--- src/rtl/msp_map.svh ---
// Register map, field positions, reset values and coding constants of the serial port
`ifndef MSP_MAP_SVH
`define MSP_MAP_SVH
`define MSP_A_TXD 8'h00
`define MSP_A_RXD 8'h04
`define MSP_A_CTL 8'h08
`define MSP_A_CLK 8'h0c
`define MSP_A_POL 8'h10
`define MSP_A_STS 8'h14
`define MSP_A_MSK 8'h18
`define MSP_A_STA 8'h1c
`define MSP_A_TCH 8'h20
`define MSP_A_RCH 8'h24
`define MSP_A_BLK 8'h28
`define MSP_C_TXEN 0
`define MSP_C_RXEN 1
`define MSP_C_TWL 4:2
`define MSP_C_RWL 7:5
`define MSP_C_TDLY 9:8
`define MSP_C_RDLY 11:10
`define MSP_C_TCMP 12
`define MSP_C_TLAW 13
`define MSP_C_RCMP 14
`define MSP_C_RLAW 15
`define MSP_C_LSBF 16
`define MSP_C_TMC 17
`define MSP_C_RMC 18
`define MSP_C_STOP 19
`define MSP_C_SPIM 20
`define MSP_CTL_W 21
`define MSP_CTL_RST 21'h000000
`define MSP_K_DIV 7:0
`define MSP_K_PER 19:8
`define MSP_K_WID 27:20
`define MSP_K_TCI 28
`define MSP_K_TFI 29
`define MSP_K_RCI 30
`define MSP_K_RFI 31
`define MSP_CLK_RST 32'h00000000
`define MSP_P_TCK 0
`define MSP_P_RCK 1
`define MSP_P_TFS 2
`define MSP_P_RFS 3
`define MSP_POL_W 4
`define MSP_S_TXE 0
`define MSP_S_RXF 1
`define MSP_S_OVR 2
`define MSP_S_UND 3
`define MSP_STS_W 4
`define MSP_B_TX 1:0
`define MSP_B_RX 3:2
`define MSP_BLK_W 4
`define MSP_WL_8 5'd7
`define MSP_WL_12 5'd11
`define MSP_WL_16 5'd15
`define MSP_WL_20 5'd19
`define MSP_WL_24 5'd23
`define MSP_WL_32 5'd31
`define MSP_CH_LAST 7'h7f
`define MSP_MU_BIAS 16'h0084
`define MSP_MU_CLIP 16'h7f7b
`define MSP_A_MASK 8'h55
`define MSP_A_RND 4'h8
`define MSP_A_SEG 16'h0100
`endif

--- src/rtl/msp_pkg.sv ---
// Types shared by the serial port modules
package msp_pkg;
  typedef logic [31:0] msp_word_t;
  typedef logic [6:0] msp_chan_t;
  typedef enum logic [1:0] {SEQ_IDLE, SEQ_DELAY, SEQ_SHIFT} msp_seq_t;
endpackage : msp_pkg

--- src/rtl/msp_serial_port.sv ---
// Multichannel buffered serial port with APB register access
// Overview of operation
// - Transmit and receive run as separate channels with own clock and frame sync.
// - Written transmit word moves to shift register; next word may be written meanwhile.
// - Received bits go shift register, buffer, data register when that is empty.
// - Transmit and receive timing travel on their own clock and frame sync pins.
// - Word length selectable as 8, 12, 16, 20, 24 or 32 bits.
// - Multichannel mode treats frames as TDM, 32 of up to 128 channels enabled.
// - Channel enables are chosen separately for transmitter and receiver.
// - Companding encodes transmit data by mu or A law, decodes receive data.
// - Frame width, period, delay, clock source and division are programmable.
// - Clock and frame sync polarities are each programmable.
// - Clock-stop mode joins transmitter and receiver as one SPI master or slave.
// - Internal bit clock at most half the bus clock; an external one needs each level held at least two bus cycles.
// - Interrupts, DMA events and status flags pace data register transfers.
`timescale 1ns/100ps
`include "msp_map.svh"
module msp_serial_port #(
  parameter int DIV_W = 8
) (
  // Clock and reset
  input logic pclk,
  input logic presetn,
  // APB slave
  input logic psel,
  input logic penable,
  input logic pwrite,
  input logic [7:0] paddr,
  input msp_pkg::msp_word_t pwdata,
  output msp_pkg::msp_word_t prdata,
  output logic pready,
  output logic pslverr,
  // Interrupt and DMA events
  output logic irq,
  output logic tx_dma_req,
  output logic rx_dma_req,
  // Transmit pins
  input logic tx_bit_clock_pin,
  output logic tx_bit_clock_drv,
  output logic tx_bit_clock_oe,
  input logic tx_frame_sync_pin,
  output logic tx_frame_sync_drv,
  output logic tx_frame_sync_oe,
  output logic tx_serial_data,
  output logic tx_serial_data_oe,
  // Receive pins
  input logic rx_bit_clock_pin,
  output logic rx_bit_clock_drv,
  output logic rx_bit_clock_oe,
  input logic rx_frame_sync_pin,
  output logic rx_frame_sync_drv,
  output logic rx_frame_sync_oe,
  input logic rx_serial_data
);
  import msp_pkg::*;

  if (DIV_W < 1 || DIV_W > 8) begin : g_bad_div
    $error("DIV_W must lie between 1 and 8");
  end

  function automatic logic [4:0] wl_len(input logic [2:0] c);
    case (c)
      3'd0: wl_len = `MSP_WL_8;
      3'd1: wl_len = `MSP_WL_12;
      3'd2: wl_len = `MSP_WL_16;
      3'd3: wl_len = `MSP_WL_20;
      3'd4: wl_len = `MSP_WL_24;
      default: wl_len = `MSP_WL_32;
    endcase
  endfunction : wl_len

  // A channel is live when its block matches and its enable bit is set
  function automatic logic chan_on(input msp_chan_t ch, input msp_word_t en, input logic [1:0] b);
    chan_on = (ch[6:5] == b) && en[ch[4:0]];
  endfunction : chan_on

  logic [`MSP_CTL_W-1:0] ctl_ff;
  msp_word_t clk_ff, tch_ff, rch_ff, txdr_ff, rdr_ff, rbr_ff, xsr_ff, rsr_ff, prdata_ff;
  logic [`MSP_POL_W-1:0] pol_ff;
  logic [`MSP_STS_W-1:0] sts_ff, msk_ff;
  logic [`MSP_BLK_W-1:0] blk_ff;
  logic txdr_full_ff, rdr_full_ff, rbr_full_ff, pready_ff, pslverr_ff, irq_ff;
  logic tdma_ff, rdma_ff;
  logic [4:0] pin_s, prev_ff;
  logic [DIV_W-1:0] div_ff;
  logic gclk_ff, gfs_ff, tfs_seen_ff, rfs_seen_ff;
  logic [11:0] fcnt_ff;
  msp_seq_t tst_ff, rst_ff;
  logic [1:0] tdc_ff, rdc_ff;
  logic [4:0] tbit_ff, rbit_ff;
  msp_chan_t tchn_ff, rchn_ff;
  logic ton_ff, ron_ff, txd_ff, txoe_ff;
  logic tck_d_ff, tck_oe_ff, tfs_d_ff, tfs_oe_ff, rck_d_ff, rck_oe_ff, rfs_d_ff, rfs_oe_ff;
  logic [7:0] enc_code;
  logic [15:0] dec_lin;

  // APB decode; one wait state so that read data leaves a flip-flop
  wire acc = psel & penable;
  wire first = acc & ~pready_ff;
  wire wr = acc & pready_ff & pwrite;
  wire rd = acc & pready_ff & ~pwrite;
  wire hit_txd = paddr == `MSP_A_TXD;
  wire hit_rxd = paddr == `MSP_A_RXD;
  wire hit_ctl = paddr == `MSP_A_CTL;
  wire hit_clk = paddr == `MSP_A_CLK;
  wire hit_pol = paddr == `MSP_A_POL;
  wire hit_sts = paddr == `MSP_A_STS;
  wire hit_msk = paddr == `MSP_A_MSK;
  wire hit_sta = paddr == `MSP_A_STA;
  wire hit_tch = paddr == `MSP_A_TCH;
  wire hit_rch = paddr == `MSP_A_RCH;
  wire hit_blk = paddr == `MSP_A_BLK;
  wire mapped = |{hit_txd, hit_rxd, hit_ctl, hit_clk, hit_pol, hit_sts, hit_msk, hit_sta,
                  hit_tch, hit_rch, hit_blk};

  // Configuration fields
  wire tx_en = ctl_ff[`MSP_C_TXEN];
  wire rx_en = ctl_ff[`MSP_C_RXEN];
  wire tcmp = ctl_ff[`MSP_C_TCMP];
  wire rcmp = ctl_ff[`MSP_C_RCMP];
  wire lsbf = ctl_ff[`MSP_C_LSBF];
  wire tmc = ctl_ff[`MSP_C_TMC];
  wire rmc = ctl_ff[`MSP_C_RMC];
  wire stop = ctl_ff[`MSP_C_STOP];
  wire [1:0] tdly = ctl_ff[`MSP_C_TDLY];
  wire [1:0] rdly = ctl_ff[`MSP_C_RDLY];
  wire [4:0] tlen = tcmp ? `MSP_WL_8 : wl_len(ctl_ff[`MSP_C_TWL]);
  wire [4:0] rlen = rcmp ? `MSP_WL_8 : wl_len(ctl_ff[`MSP_C_RWL]);
  wire tci = stop ? ctl_ff[`MSP_C_SPIM] : clk_ff[`MSP_K_TCI];
  wire tfi = stop ? ctl_ff[`MSP_C_SPIM] : clk_ff[`MSP_K_TFI];
  wire tx_busy = tst_ff != SEQ_IDLE;
  wire rx_busy = rst_ff != SEQ_IDLE;

  wire [31:0] sta_val = 32'({rx_busy, tx_busy, rbr_full_ff, rdr_full_ff, txdr_full_ff});
  wire [31:0] rd_val = hit_txd ? txdr_ff : hit_rxd ? rdr_ff : hit_ctl ? 32'(ctl_ff) :
                       hit_clk ? clk_ff : hit_pol ? 32'(pol_ff) : hit_sts ? 32'(sts_ff) :
                       hit_msk ? 32'(msk_ff) : hit_sta ? sta_val : hit_tch ? tch_ff :
                       hit_rch ? rch_ff : hit_blk ? 32'(blk_ff) : 32'h00000000;

  // Pins from outside the clock domain
  msp_sync #(.W(5)) u_sync (
    .pclk(pclk),
    .presetn(presetn),
    .raw({rx_serial_data, rx_frame_sync_pin, rx_bit_clock_pin, tx_frame_sync_pin,
          tx_bit_clock_pin}),
    .level(pin_s)
  );
  wire [4:0] x_rise = pin_s & ~prev_ff;
  wire [4:0] x_fall = ~pin_s & prev_ff;

  // Internal bit clock; toggling at most every cycle caps it at half of pclk
  wire div_hit = div_ff == DIV_W'(clk_ff[`MSP_K_DIV]);
  wire gen_run = ~stop | tx_busy | txdr_full_ff;
  wire g_tog = div_hit & (gen_run | gclk_ff);
  wire g_rise = g_tog & ~gclk_ff;
  wire g_fall = g_tog & gclk_ff;
  wire [11:0] fnext = (fcnt_ff == clk_ff[`MSP_K_PER]) ? 12'h000 : 12'(fcnt_ff + 12'h001);

  // Edge and frame sources, polarity applied per pin
  wire tx_lau = tci ? g_rise : (pol_ff[`MSP_P_TCK] ? x_fall[0] : x_rise[0]);
  wire tx_cap = tci ? g_fall : (pol_ff[`MSP_P_TCK] ? x_rise[0] : x_fall[0]);
  wire rc_cap = clk_ff[`MSP_K_RCI] ? g_fall : (pol_ff[`MSP_P_RCK] ? x_rise[2] : x_fall[2]);
  wire tfs = tfi ? gfs_ff : pin_s[1] ^ pol_ff[`MSP_P_TFS];
  wire rfs_p = clk_ff[`MSP_K_RFI] ? gfs_ff : pin_s[3] ^ pol_ff[`MSP_P_RFS];
  wire rx_cap = stop ? tx_cap : rc_cap;
  wire rfs = stop ? tfs : rfs_p;

  // Transmit sequencer
  wire t_start = tx_en & tx_lau & tfs & (stop ? ~tx_busy : ~tfs_seen_ff);
  wire t_dend = tx_lau & (tst_ff == SEQ_DELAY) & (tdc_ff == 2'd0);
  wire t_wend = tx_lau & (tst_ff == SEQ_SHIFT) & (tbit_ff == tlen);
  wire t_more = tmc & (tchn_ff != `MSP_CH_LAST);
  wire t_next = t_wend & t_more & ~t_start;
  wire t_begin = (t_start & (tdly == 2'd0)) | (t_dend & ~t_start) | t_next;
  wire [6:0] t_ch = t_next ? 7'(tchn_ff + 7'h01) : 7'h00;
  wire t_on = ~tmc | chan_on(t_ch, tch_ff, blk_ff[`MSP_B_TX]);
  wire t_load = t_begin & t_on & txdr_full_ff;
  wire t_und = t_begin & t_on & ~txdr_full_ff;
  wire [31:0] t_word = t_load ? (tcmp ? 32'(enc_code) : txdr_ff) : xsr_ff;
  wire t_step = t_begin | (tx_lau & (tst_ff == SEQ_SHIFT) & ~t_wend & ~t_start);
  wire [4:0] t_bit = t_begin ? 5'd0 : 5'(tbit_ff + 5'd1);
  wire [4:0] t_pos = lsbf ? t_bit : 5'(tlen - t_bit);
  wire t_quit = (t_wend & ~t_more) | t_start | ~tx_en;

  // Receive sequencer
  wire r_start = rx_en & rx_cap & rfs & (stop ? ~rx_busy : ~rfs_seen_ff);
  wire r_dend = rx_cap & (rst_ff == SEQ_DELAY) & (rdc_ff == 2'd0);
  wire r_wend = rx_cap & (rst_ff == SEQ_SHIFT) & (rbit_ff == rlen);
  wire r_more = rmc & (rchn_ff != `MSP_CH_LAST);
  wire r_next = r_wend & r_more & ~r_start;
  wire r_begin = (r_start & (rdly == 2'd0)) | (r_dend & ~r_start) | r_next;
  wire [6:0] r_ch = r_next ? 7'(rchn_ff + 7'h01) : 7'h00;
  wire r_on = ~rmc | chan_on(r_ch, rch_ff, blk_ff[`MSP_B_RX]);
  wire r_on_cur = r_begin ? r_on : ron_ff;
  wire r_step = r_begin | (rx_cap & (rst_ff == SEQ_SHIFT) & ~r_wend & ~r_start);
  wire [4:0] r_bit = r_begin ? 5'd0 : 5'(rbit_ff + 5'd1);
  wire [4:0] r_pos = lsbf ? r_bit : 5'(rlen - r_bit);
  wire [31:0] r_word = (r_begin ? 32'h00000000 : rsr_ff) | (32'(pin_s[4]) << r_pos);
  wire r_done = r_step & (r_bit == rlen) & r_on_cur;
  wire [31:0] r_val = rcmp ? {{16{dec_lin[15]}}, dec_lin} : r_word;

  // Buffer chain; a read and a refill in one cycle keep the new word
  wire rdr_rd = rd & hit_rxd;
  wire rbr_move = rbr_full_ff & (~rdr_full_ff | rdr_rd);
  wire r_accept = r_done & (~rbr_full_ff | rbr_move);
  wire r_ovr = r_done & ~r_accept;
  wire nxt_rdr_full = (rdr_full_ff & ~rdr_rd) | rbr_move;
  wire nxt_txdr_full = (txdr_full_ff & ~t_load) | (wr & hit_txd);

  // Sticky flags; an event in the clearing cycle survives
  wire [3:0] ev = {t_und, r_ovr, rbr_move, t_load};
  wire [3:0] w1c = (wr & hit_sts) ? pwdata[3:0] : 4'h0;
  wire [3:0] nxt_sts = (sts_ff & ~w1c) | ev;
  wire [3:0] nxt_msk = (wr & hit_msk) ? pwdata[3:0] : msk_ff;

  msp_compand u_comp (
    .enc_law(ctl_ff[`MSP_C_TLAW]),
    .lin(txdr_ff[15:0]),
    .code_out(enc_code),
    .dec_law(ctl_ff[`MSP_C_RLAW]),
    .code(r_word[7:0]),
    .lin_out(dec_lin)
  );

  always_ff @(posedge pclk or negedge presetn) begin
    if (!presetn) begin
      pready_ff <= 1'b0;
      pslverr_ff <= 1'b0;
      prdata_ff <= 32'h00000000;
    end else begin
      pready_ff <= first;
      pslverr_ff <= first & ~mapped;
      if (first) prdata_ff <= pwrite ? 32'h00000000 : rd_val;
    end
  end

  always_ff @(posedge pclk or negedge presetn) begin
    if (!presetn) begin
      ctl_ff <= `MSP_CTL_RST;
      clk_ff <= `MSP_CLK_RST;
      pol_ff <= '0;
      msk_ff <= '0;
      blk_ff <= '0;
      tch_ff <= 32'h00000000;
      rch_ff <= 32'h00000000;
      txdr_ff <= 32'h00000000;
    end else begin
      if (wr & hit_ctl) ctl_ff <= pwdata[`MSP_CTL_W-1:0];
      if (wr & hit_clk) clk_ff <= pwdata;
      if (wr & hit_pol) pol_ff <= pwdata[`MSP_POL_W-1:0];
      if (wr & hit_blk) blk_ff <= pwdata[`MSP_BLK_W-1:0];
      if (wr & hit_tch) tch_ff <= pwdata;
      if (wr & hit_rch) rch_ff <= pwdata;
      if (wr & hit_txd) txdr_ff <= pwdata;
      msk_ff <= nxt_msk;
    end
  end

  // Status, interrupt and DMA request
  always_ff @(posedge pclk or negedge presetn) begin
    if (!presetn) begin
      sts_ff <= '0;
      irq_ff <= 1'b0;
      tdma_ff <= 1'b0;
      rdma_ff <= 1'b0;
      txdr_full_ff <= 1'b0;
    end else begin
      sts_ff <= nxt_sts;
      irq_ff <= |(nxt_sts & nxt_msk);
      tdma_ff <= tx_en & ~nxt_txdr_full;
      rdma_ff <= nxt_rdr_full;
      txdr_full_ff <= nxt_txdr_full;
    end
  end

  // Clock and frame generator
  always_ff @(posedge pclk or negedge presetn) begin
    if (!presetn) begin
      div_ff <= '0;
      gclk_ff <= 1'b0;
      fcnt_ff <= 12'h000;
      gfs_ff <= 1'b0;
      prev_ff <= '0;
    end else begin
      prev_ff <= pin_s;
      div_ff <= div_hit ? '0 : DIV_W'(div_ff + 1'b1);
      gclk_ff <= gclk_ff ^ g_tog;
      if (stop) gfs_ff <= tx_busy | txdr_full_ff;
      else if (g_rise) gfs_ff <= 12'(clk_ff[`MSP_K_WID]) >= fnext;
      if (g_rise) fcnt_ff <= fnext;
    end
  end

  // Transmitter
  always_ff @(posedge pclk or negedge presetn) begin
    if (!presetn) begin
      tst_ff <= SEQ_IDLE;
      tdc_ff <= 2'd0;
      tfs_seen_ff <= 1'b0;
    end else begin
      if (tx_lau) tfs_seen_ff <= tfs;
      if (!tx_en) tst_ff <= SEQ_IDLE;
      else if (t_start) tst_ff <= (tdly == 2'd0) ? SEQ_SHIFT : SEQ_DELAY;
      else if (t_dend) tst_ff <= SEQ_SHIFT;
      else if (t_wend & ~t_more) tst_ff <= SEQ_IDLE;
      if (t_start) tdc_ff <= 2'(tdly - 2'd1);
      else if (tx_lau & (tst_ff == SEQ_DELAY)) tdc_ff <= 2'(tdc_ff - 2'd1);
    end
  end

  always_ff @(posedge pclk or negedge presetn) begin
    if (!presetn) begin
      tchn_ff <= '0;
      xsr_ff <= 32'h00000000;
      ton_ff <= 1'b0;
      tbit_ff <= 5'd0;
      txd_ff <= 1'b0;
      txoe_ff <= 1'b0;
    end else begin
      if (t_begin) begin
        tchn_ff <= t_ch;
        xsr_ff <= t_word;
        ton_ff <= t_on;
      end
      if (t_step) begin
        tbit_ff <= t_bit;
        txd_ff <= t_word[t_pos];
        txoe_ff <= t_begin ? t_on : ton_ff;
      end else if (t_quit) begin
        txoe_ff <= 1'b0;
      end
    end
  end

  // Receiver
  always_ff @(posedge pclk or negedge presetn) begin
    if (!presetn) begin
      rst_ff <= SEQ_IDLE;
      rdc_ff <= 2'd0;
      rfs_seen_ff <= 1'b0;
    end else begin
      if (rx_cap) rfs_seen_ff <= rfs;
      if (!rx_en) rst_ff <= SEQ_IDLE;
      else if (r_start) rst_ff <= (rdly == 2'd0) ? SEQ_SHIFT : SEQ_DELAY;
      else if (r_dend) rst_ff <= SEQ_SHIFT;
      else if (r_wend & ~r_more) rst_ff <= SEQ_IDLE;
      if (r_start) rdc_ff <= 2'(rdly - 2'd1);
      else if (rx_cap & (rst_ff == SEQ_DELAY)) rdc_ff <= 2'(rdc_ff - 2'd1);
    end
  end

  always_ff @(posedge pclk or negedge presetn) begin
    if (!presetn) begin
      rchn_ff <= '0;
      ron_ff <= 1'b0;
      rbit_ff <= 5'd0;
      rsr_ff <= 32'h00000000;
      rbr_ff <= 32'h00000000;
      rbr_full_ff <= 1'b0;
      rdr_ff <= 32'h00000000;
      rdr_full_ff <= 1'b0;
    end else begin
      if (r_begin) begin
        rchn_ff <= r_ch;
        ron_ff <= r_on;
      end
      if (r_step) begin
        rbit_ff <= r_bit;
        rsr_ff <= r_word;
      end
      if (r_accept) rbr_ff <= r_val;
      rbr_full_ff <= (rbr_full_ff & ~rbr_move) | r_accept;
      if (rbr_move) rdr_ff <= rbr_ff;
      rdr_full_ff <= nxt_rdr_full;
    end
  end

  // Pin drivers
  always_ff @(posedge pclk or negedge presetn) begin
    if (!presetn) begin
      {tck_d_ff, tck_oe_ff, tfs_d_ff, tfs_oe_ff} <= 4'h0;
      {rck_d_ff, rck_oe_ff, rfs_d_ff, rfs_oe_ff} <= 4'h0;
    end else begin
      tck_d_ff <= gclk_ff ^ pol_ff[`MSP_P_TCK];
      tck_oe_ff <= tci;
      tfs_d_ff <= gfs_ff ^ pol_ff[`MSP_P_TFS];
      tfs_oe_ff <= tfi;
      rck_d_ff <= gclk_ff ^ pol_ff[`MSP_P_RCK];
      rck_oe_ff <= clk_ff[`MSP_K_RCI] & ~stop;
      rfs_d_ff <= gfs_ff ^ pol_ff[`MSP_P_RFS];
      rfs_oe_ff <= clk_ff[`MSP_K_RFI] & ~stop;
    end
  end

  assign prdata = prdata_ff;
  assign pready = pready_ff;
  assign pslverr = pslverr_ff;
  assign irq = irq_ff;
  assign tx_dma_req = tdma_ff;
  assign rx_dma_req = rdma_ff;
  assign tx_bit_clock_drv = tck_d_ff;
  assign tx_bit_clock_oe = tck_oe_ff;
  assign tx_frame_sync_drv = tfs_d_ff;
  assign tx_frame_sync_oe = tfs_oe_ff;
  assign tx_serial_data = txd_ff;
  assign tx_serial_data_oe = txoe_ff;
  assign rx_bit_clock_drv = rck_d_ff;
  assign rx_bit_clock_oe = rck_oe_ff;
  assign rx_frame_sync_drv = rfs_d_ff;
  assign rx_frame_sync_oe = rfs_oe_ff;
endmodule : msp_serial_port

--- src/rtl/msp_sync.sv ---
// Three-stage pin synchroniser with agreement filter
`timescale 1ns/100ps
module msp_sync #(
  parameter int W = 1
) (
  // Clock and reset
  input logic pclk,
  input logic presetn,
  // Pins and filtered levels
  input logic [W-1:0] raw,
  output logic [W-1:0] level
);
  logic [W-1:0] s1_ff;
  logic [W-1:0] s2_ff;
  logic [W-1:0] s3_ff;
  logic [W-1:0] lvl_ff;

  if (W < 1) begin : g_bad_w
    $error("msp_sync width must be at least 1");
  end

  // A change counts only once stages two and three agree
  always_ff @(posedge pclk or negedge presetn) begin
    if (!presetn) begin
      s1_ff <= '0;
      s2_ff <= '0;
      s3_ff <= '0;
      lvl_ff <= '0;
    end else begin
      s1_ff <= raw;
      s2_ff <= s1_ff;
      s3_ff <= s2_ff;
      lvl_ff <= (s2_ff & s3_ff) | (lvl_ff & (s2_ff ^ s3_ff));
    end
  end

  assign level = lvl_ff;
endmodule : msp_sync

--- src/rtl/msp_compand.sv ---
// Mu-law and A-law encoder and decoder
`timescale 1ns/100ps
`include "msp_map.svh"
module msp_compand (
  // Encoder
  input logic enc_law,
  input logic [15:0] lin,
  output logic [7:0] code_out,
  // Decoder
  input logic dec_law,
  input logic [7:0] code,
  output logic [15:0] lin_out
);
  logic [15:0] mag;
  logic [15:0] mb;
  logic [11:0] ab;
  logic [2:0] me;
  logic [2:0] ae;
  logic [3:0] mm;
  logic [3:0] am;
  logic [7:0] cu;
  logic [7:0] ca;
  logic [15:0] ut;
  logic [15:0] um;
  logic [15:0] at;

  // Clipping first keeps the most negative input from wrapping to zero
  always_comb begin
    mag = lin[15] ? 16'(-lin) : lin;
    if (mag > `MSP_MU_CLIP) mag = `MSP_MU_CLIP;
    mb = 16'(mag + `MSP_MU_BIAS);
    ab = mag[14:3];
    me = '0;
    ae = '0;
    for (int i = 1; i < 8; i++) begin
      if (mb[i + 7]) me = 3'(i);
      if (ab[i + 4]) ae = 3'(i);
    end
    mm = 4'(mb >> ({1'b0, me} + 4'd3));
    am = (ae == 3'd0) ? ab[4:1] : 4'(ab >> ae);
    code_out = enc_law ? ({~lin[15], ae, am} ^ `MSP_A_MASK) : ~{lin[15], me, mm};
  end

  always_comb begin
    cu = ~code;
    ca = code ^ `MSP_A_MASK;
    ut = 16'((16'({12'h000, cu[3:0]} << 3) + `MSP_MU_BIAS) << cu[6:4]);
    um = 16'(ut - `MSP_MU_BIAS);
    at = {8'h00, ca[3:0], `MSP_A_RND};
    if (ca[6:4] != 3'd0) at = 16'(16'(at + `MSP_A_SEG) << (ca[6:4] - 3'd1));
    if (dec_law) lin_out = ca[7] ? at : 16'(-at);
    else lin_out = cu[7] ? 16'(-um) : um;
  end
endmodule : msp_compand

--- config.mk ---
export PLATFORM = sky130hd
export DESIGN_NAME = msp_serial_port
export DESIGN_NICKNAME = d
export VERILOG_FILES = /design/src/rtl/msp_pkg.sv /design/src/rtl/msp_serial_port.sv /design/src/rtl/msp_sync.sv /design/src/rtl/msp_compand.sv
export VERILOG_INCLUDE_DIRS = /design/src /design/src/rtl
export SDC_FILE = /design/constraint.sdc
export NUM_CORES = 1
export LEC_CHECK = 0
export BUFFER_PORTS_ARGS = -buffer_cell sky130_fd_sc_hd__buf_2
export CELL_PAD_IN_SITES_DETAIL_PLACEMENT = 0
export CELL_PAD_IN_SITES_GLOBAL_PLACEMENT = 1
export CORE_ASPECT_RATIO = 2
export CORE_UTILIZATION = 45
export CTS_BUF_LIST = sky130_fd_sc_hd__clkbuf_16
export DETAILED_ROUTE_END_ITERATION = 7
export GPL_ROUTABILITY_DRIVEN = 0
export GPL_TIMING_DRIVEN = 1
export PLACE_DENSITY = 0.76
export SYNTH_ARGS = -nofsm -noshare
export SYNTH_HDL_FRONTEND = slang
export SYNTH_HIERARCHICAL = 1
export SYNTH_SLANG_ARGS = --single-unit
--- constraint.sdc ---
create_clock -name pclk -period 7.5 [get_ports pclk]
set_input_delay 1.125 -clock pclk [delete_from_list [all_inputs] [get_ports pclk]]
set_output_delay 1.125 -clock pclk [all_outputs]
set_load 0.005 [all_outputs]
==> summary.txt <==
==============================================================================
Tmin final                                                             7110 ps
Setup violators final                                                        0
Die Footprint                                                      55000 sq um
First-pass GRT wire length                                           128000 um
WS Path Type                                                        reg -> reg
Deepest level of the CTS H-tree                                              2
Clock Root Buffer                                                    clkbuf_16
Crit end category                                                     register
Post-synthesis sequential area ratio                                     43.4%
Top cell type by total area after synthesis                            dfrtp_1
Warnings, synthesis                                                          6
Post-cts gate resize count                                                   0
Largest fanout on the critical path                                         10
Routed wire length per instance                                        26.5 um
Sum of negative setup slack                                               0 ps
Maximum number of pins on one net before global-route repair               167
Synth Register Bits                                                        422
Area contributors post-synth                                      dfrtp_1 (43%), mux2_2 (10%), nand2_1 (3.7%)
Routed length on met2                                                 43400 um
Relative slew margins                                                    11.4%
Fill cell count                                                           4957
Number of nets with antenna violations after detailed routing                0
Placed cell count                                                         3129
DRC violation count after routing                                           10
Number of global-route vias before repair                                20700
Synth async-reset ratio                                                   100%
Die width                                                               166 um
Starting Density                                                         45.5%
Arrival time reported for the critical path endpoint                   7610 ps
Total number of vias                                                     20300
Area of the core                                                   53500 sq um
Hold Path Class                                                     reg -> reg
Status                                                            complete, but fails checks
Length of routed wiring on met1                                       28500 um
Detailed route wirelength on metal3                                    4320 um
Number of different library cells in the post-synthesis netlist            109
Placed instance area                                               25800 sq um
Leakage power total                                                    12.4 nW
Largest voltage drop on the vdd net                                     140 uV
Synthesized cell area                                              24300 sq um
Global routing usage summed across all routing layers                    31.1%
Wirelength, routed                                                    85100 um
Achievable clock frequency                                           0.141 GHz
Top flip-flop cell by instance count after synthesis                   dfrtp_1
Final Util                                                               50.6%
Postcts setup bufs                                                           0
Final net count                                                           2587
Leading cell types by count after synthesis                       dfrtp_1 (422), nand2_1 (240), mux2_2 (220)
Required arrival time at the worst endpoint                            8000 ps
Port Buffers                                                                96
Uppermost metal layer occupied by signal nets                             met5
Most common cell in the synthesized netlist                            dfrtp_1
Share of Yosys cell area claimed by the top area cell type               43.4%
Final worst path period share                                            94.9%
Failing checks                                                             DRC
Final Cell Area                                                    27000 sq um
Post-Synthesis Cells                                                      2421
TritonCTS clock tree                                                      done
Unrepaired setup endpoints after global routing                             no
EDFF count, synth                                                            0
Count of cells along the worst hold path                                     0
Depth of the worst register-to-register path                                22
Sum of overflow across all layers after global routing                       0
Share of layout cells above drive strength 1                             21.5%
Area growth, synth to finish                                             11.2%
Power per unit of standard cell area                               211 nW/um^2
Number of hold-slack violations in the final timing report                   0
Vias/cell                                                                 6.32
Number of buffers created by CTS                                            40
Post-route clock skew                                                  26.6 ps
Worst-skew pair later-pin latency                                       590 ps
Antenna violations before repair                                             8
Length of the first detailed-routing pass in iterations                      7
Non-filler cells, final                                                   3205
Clock Path Buffers                                                           3
Worst Max-Slew Pin Slew                                                1320 ps
Slew Limit Fails                                                             0
Element type at the critical path start                               register
Per-instance average area after synthesis                           10.0 sq um
Height of the die                                                       331 um
# clock sinks                                                              422
Number of max-capacitance violations reported                                0
1st-iter DRT viols                                                        1814
Number of cell rows                                                        120
PnR Total Power                                                      0.00570 W
Top-level port count                                                        97
DP HPWL                                                               63500 um
Hold_buf cts                                                                 0
Clk slew on worst S/H paths                                              70 ps
==============================================================================
## stage by stage
stage,hold WS (ps),setup slack (ps)
floorplan,331,355
global placement,340,369
detailed placement,339,161
CTS,351,92.2
global route,358,3.45
finish,346,386
## where the power goes
group	internal [W]	switching, W
logic	0.000450	0.000810
registers	0.00234	0.0000692
clock network	0.00107	0.000955
## sequential cells by signal, indices dropped and copies added, names as in the netlist, 7 cells and up
register / flops
div_ff: 8
rbr_ff: 32
ctl_ff: 21
prdata: 32
rchn_ff: 7
rdr_ff: 32
txdr_ff: 32
tch_ff: 32
tchn_ff: 7
clk_ff: 32
fcnt_ff: 12
rsr_ff: 32
xsr_ff: 32
rch_ff: 32
## layout by cell type (no fill, tap or decap), drive strengths merged, types with 23 or more instances in the layout
cell type / instances
dfrtp: 422
nand2: 241
mux2: 223
nor2: 182
buf: 180
o21ai: 143
a21oi: 124
mux2i: 80
xnor2: 64
inv: 55
xor2: 53
nand3: 48
nor3: 47
a221oi: 43
clkbuf: 41
nand2b: 40
nor2b: 39
a22oi: 35
ha: 35
a21o: 27
o31ai: 23
a31oi: 23
## path summary, 6_finish.rpt
check / from / end / slack (ps)
worst min register to register: u_sync/s1_ff[0] / u_sync/s2_ff[0] / 350
max in group asynchronous: presetn / prdata[10] / 5310
min in group asynchronous: presetn / fcnt_ff[4] / 640
worst max register to register: txdr_ff[5] / tx_serial_data / 390
worst max-delay path: txdr_ff[5] / tx_serial_data / 390
worst min-delay path: u_sync/s1_ff[0] / u_sync/s2_ff[0] / 350
## cells by family (layout without fill, tap and decap cells)
kind of cell               Yosys count  in the layout  synth area share, %
DFF                                422            422                 43.4
muxes                              313            313                 14.6
adders and majority gates           37             37                 1.97
AOI/OAI and AO/OA                  611            611                 17.6
buffers and inverters              189            298                 3.17
other                                1              5               0.0154
and+or+nand+nor                    731            731                 14.7
xor gates and xnor gates           117            117                 4.49
## routing by layer
layer	vias up	global-route usage [%]
li1	9049	-
met1	10100	30.9
met2	749	55.4
met3	336	4.99
met4	8	29.3
met5	-	0
## area by class of cell
| cell class | count | area [sq um] | share of cell area, % |
|---|---|---|---|
| diodes | 3 | 7.51 | 0.0278 |
| repair buffers | 180 | 1150 | 4.24 |
| multi-input cells | 1811 | 13100 | 48.3 |
| well taps | 671 | 840 | 3.10 |
| inverters | 45 | 169 | 0.624 |
| clock inverters | 32 | 228 | 0.842 |
| clock buffers | 41 | 1030 | 3.79 |
| flip-flops and latches | 422 | 10600 | 39.0 |
## critical path: stages, from the launching register on
cell	delay, ps
dfrtp_1	580
nor4_4	640
o21ai_1	160
a32oi_1	610
o21ai_2	250
a31oi_2	460
and2_1	210
ha_1	150
inv_1	120
or4_1	570
o311a_1	240
nand3b_1	230
a32oi_2	410
a31oi_2	100
o31ai_4	170
mux2_1	370
mux2_2	260
o311ai_1	370
mux4_2	320
nor2_1	50
a211oi_1	400
o32ai_1	140
o31ai_1	210
Power figures use the tool's default switching activity.
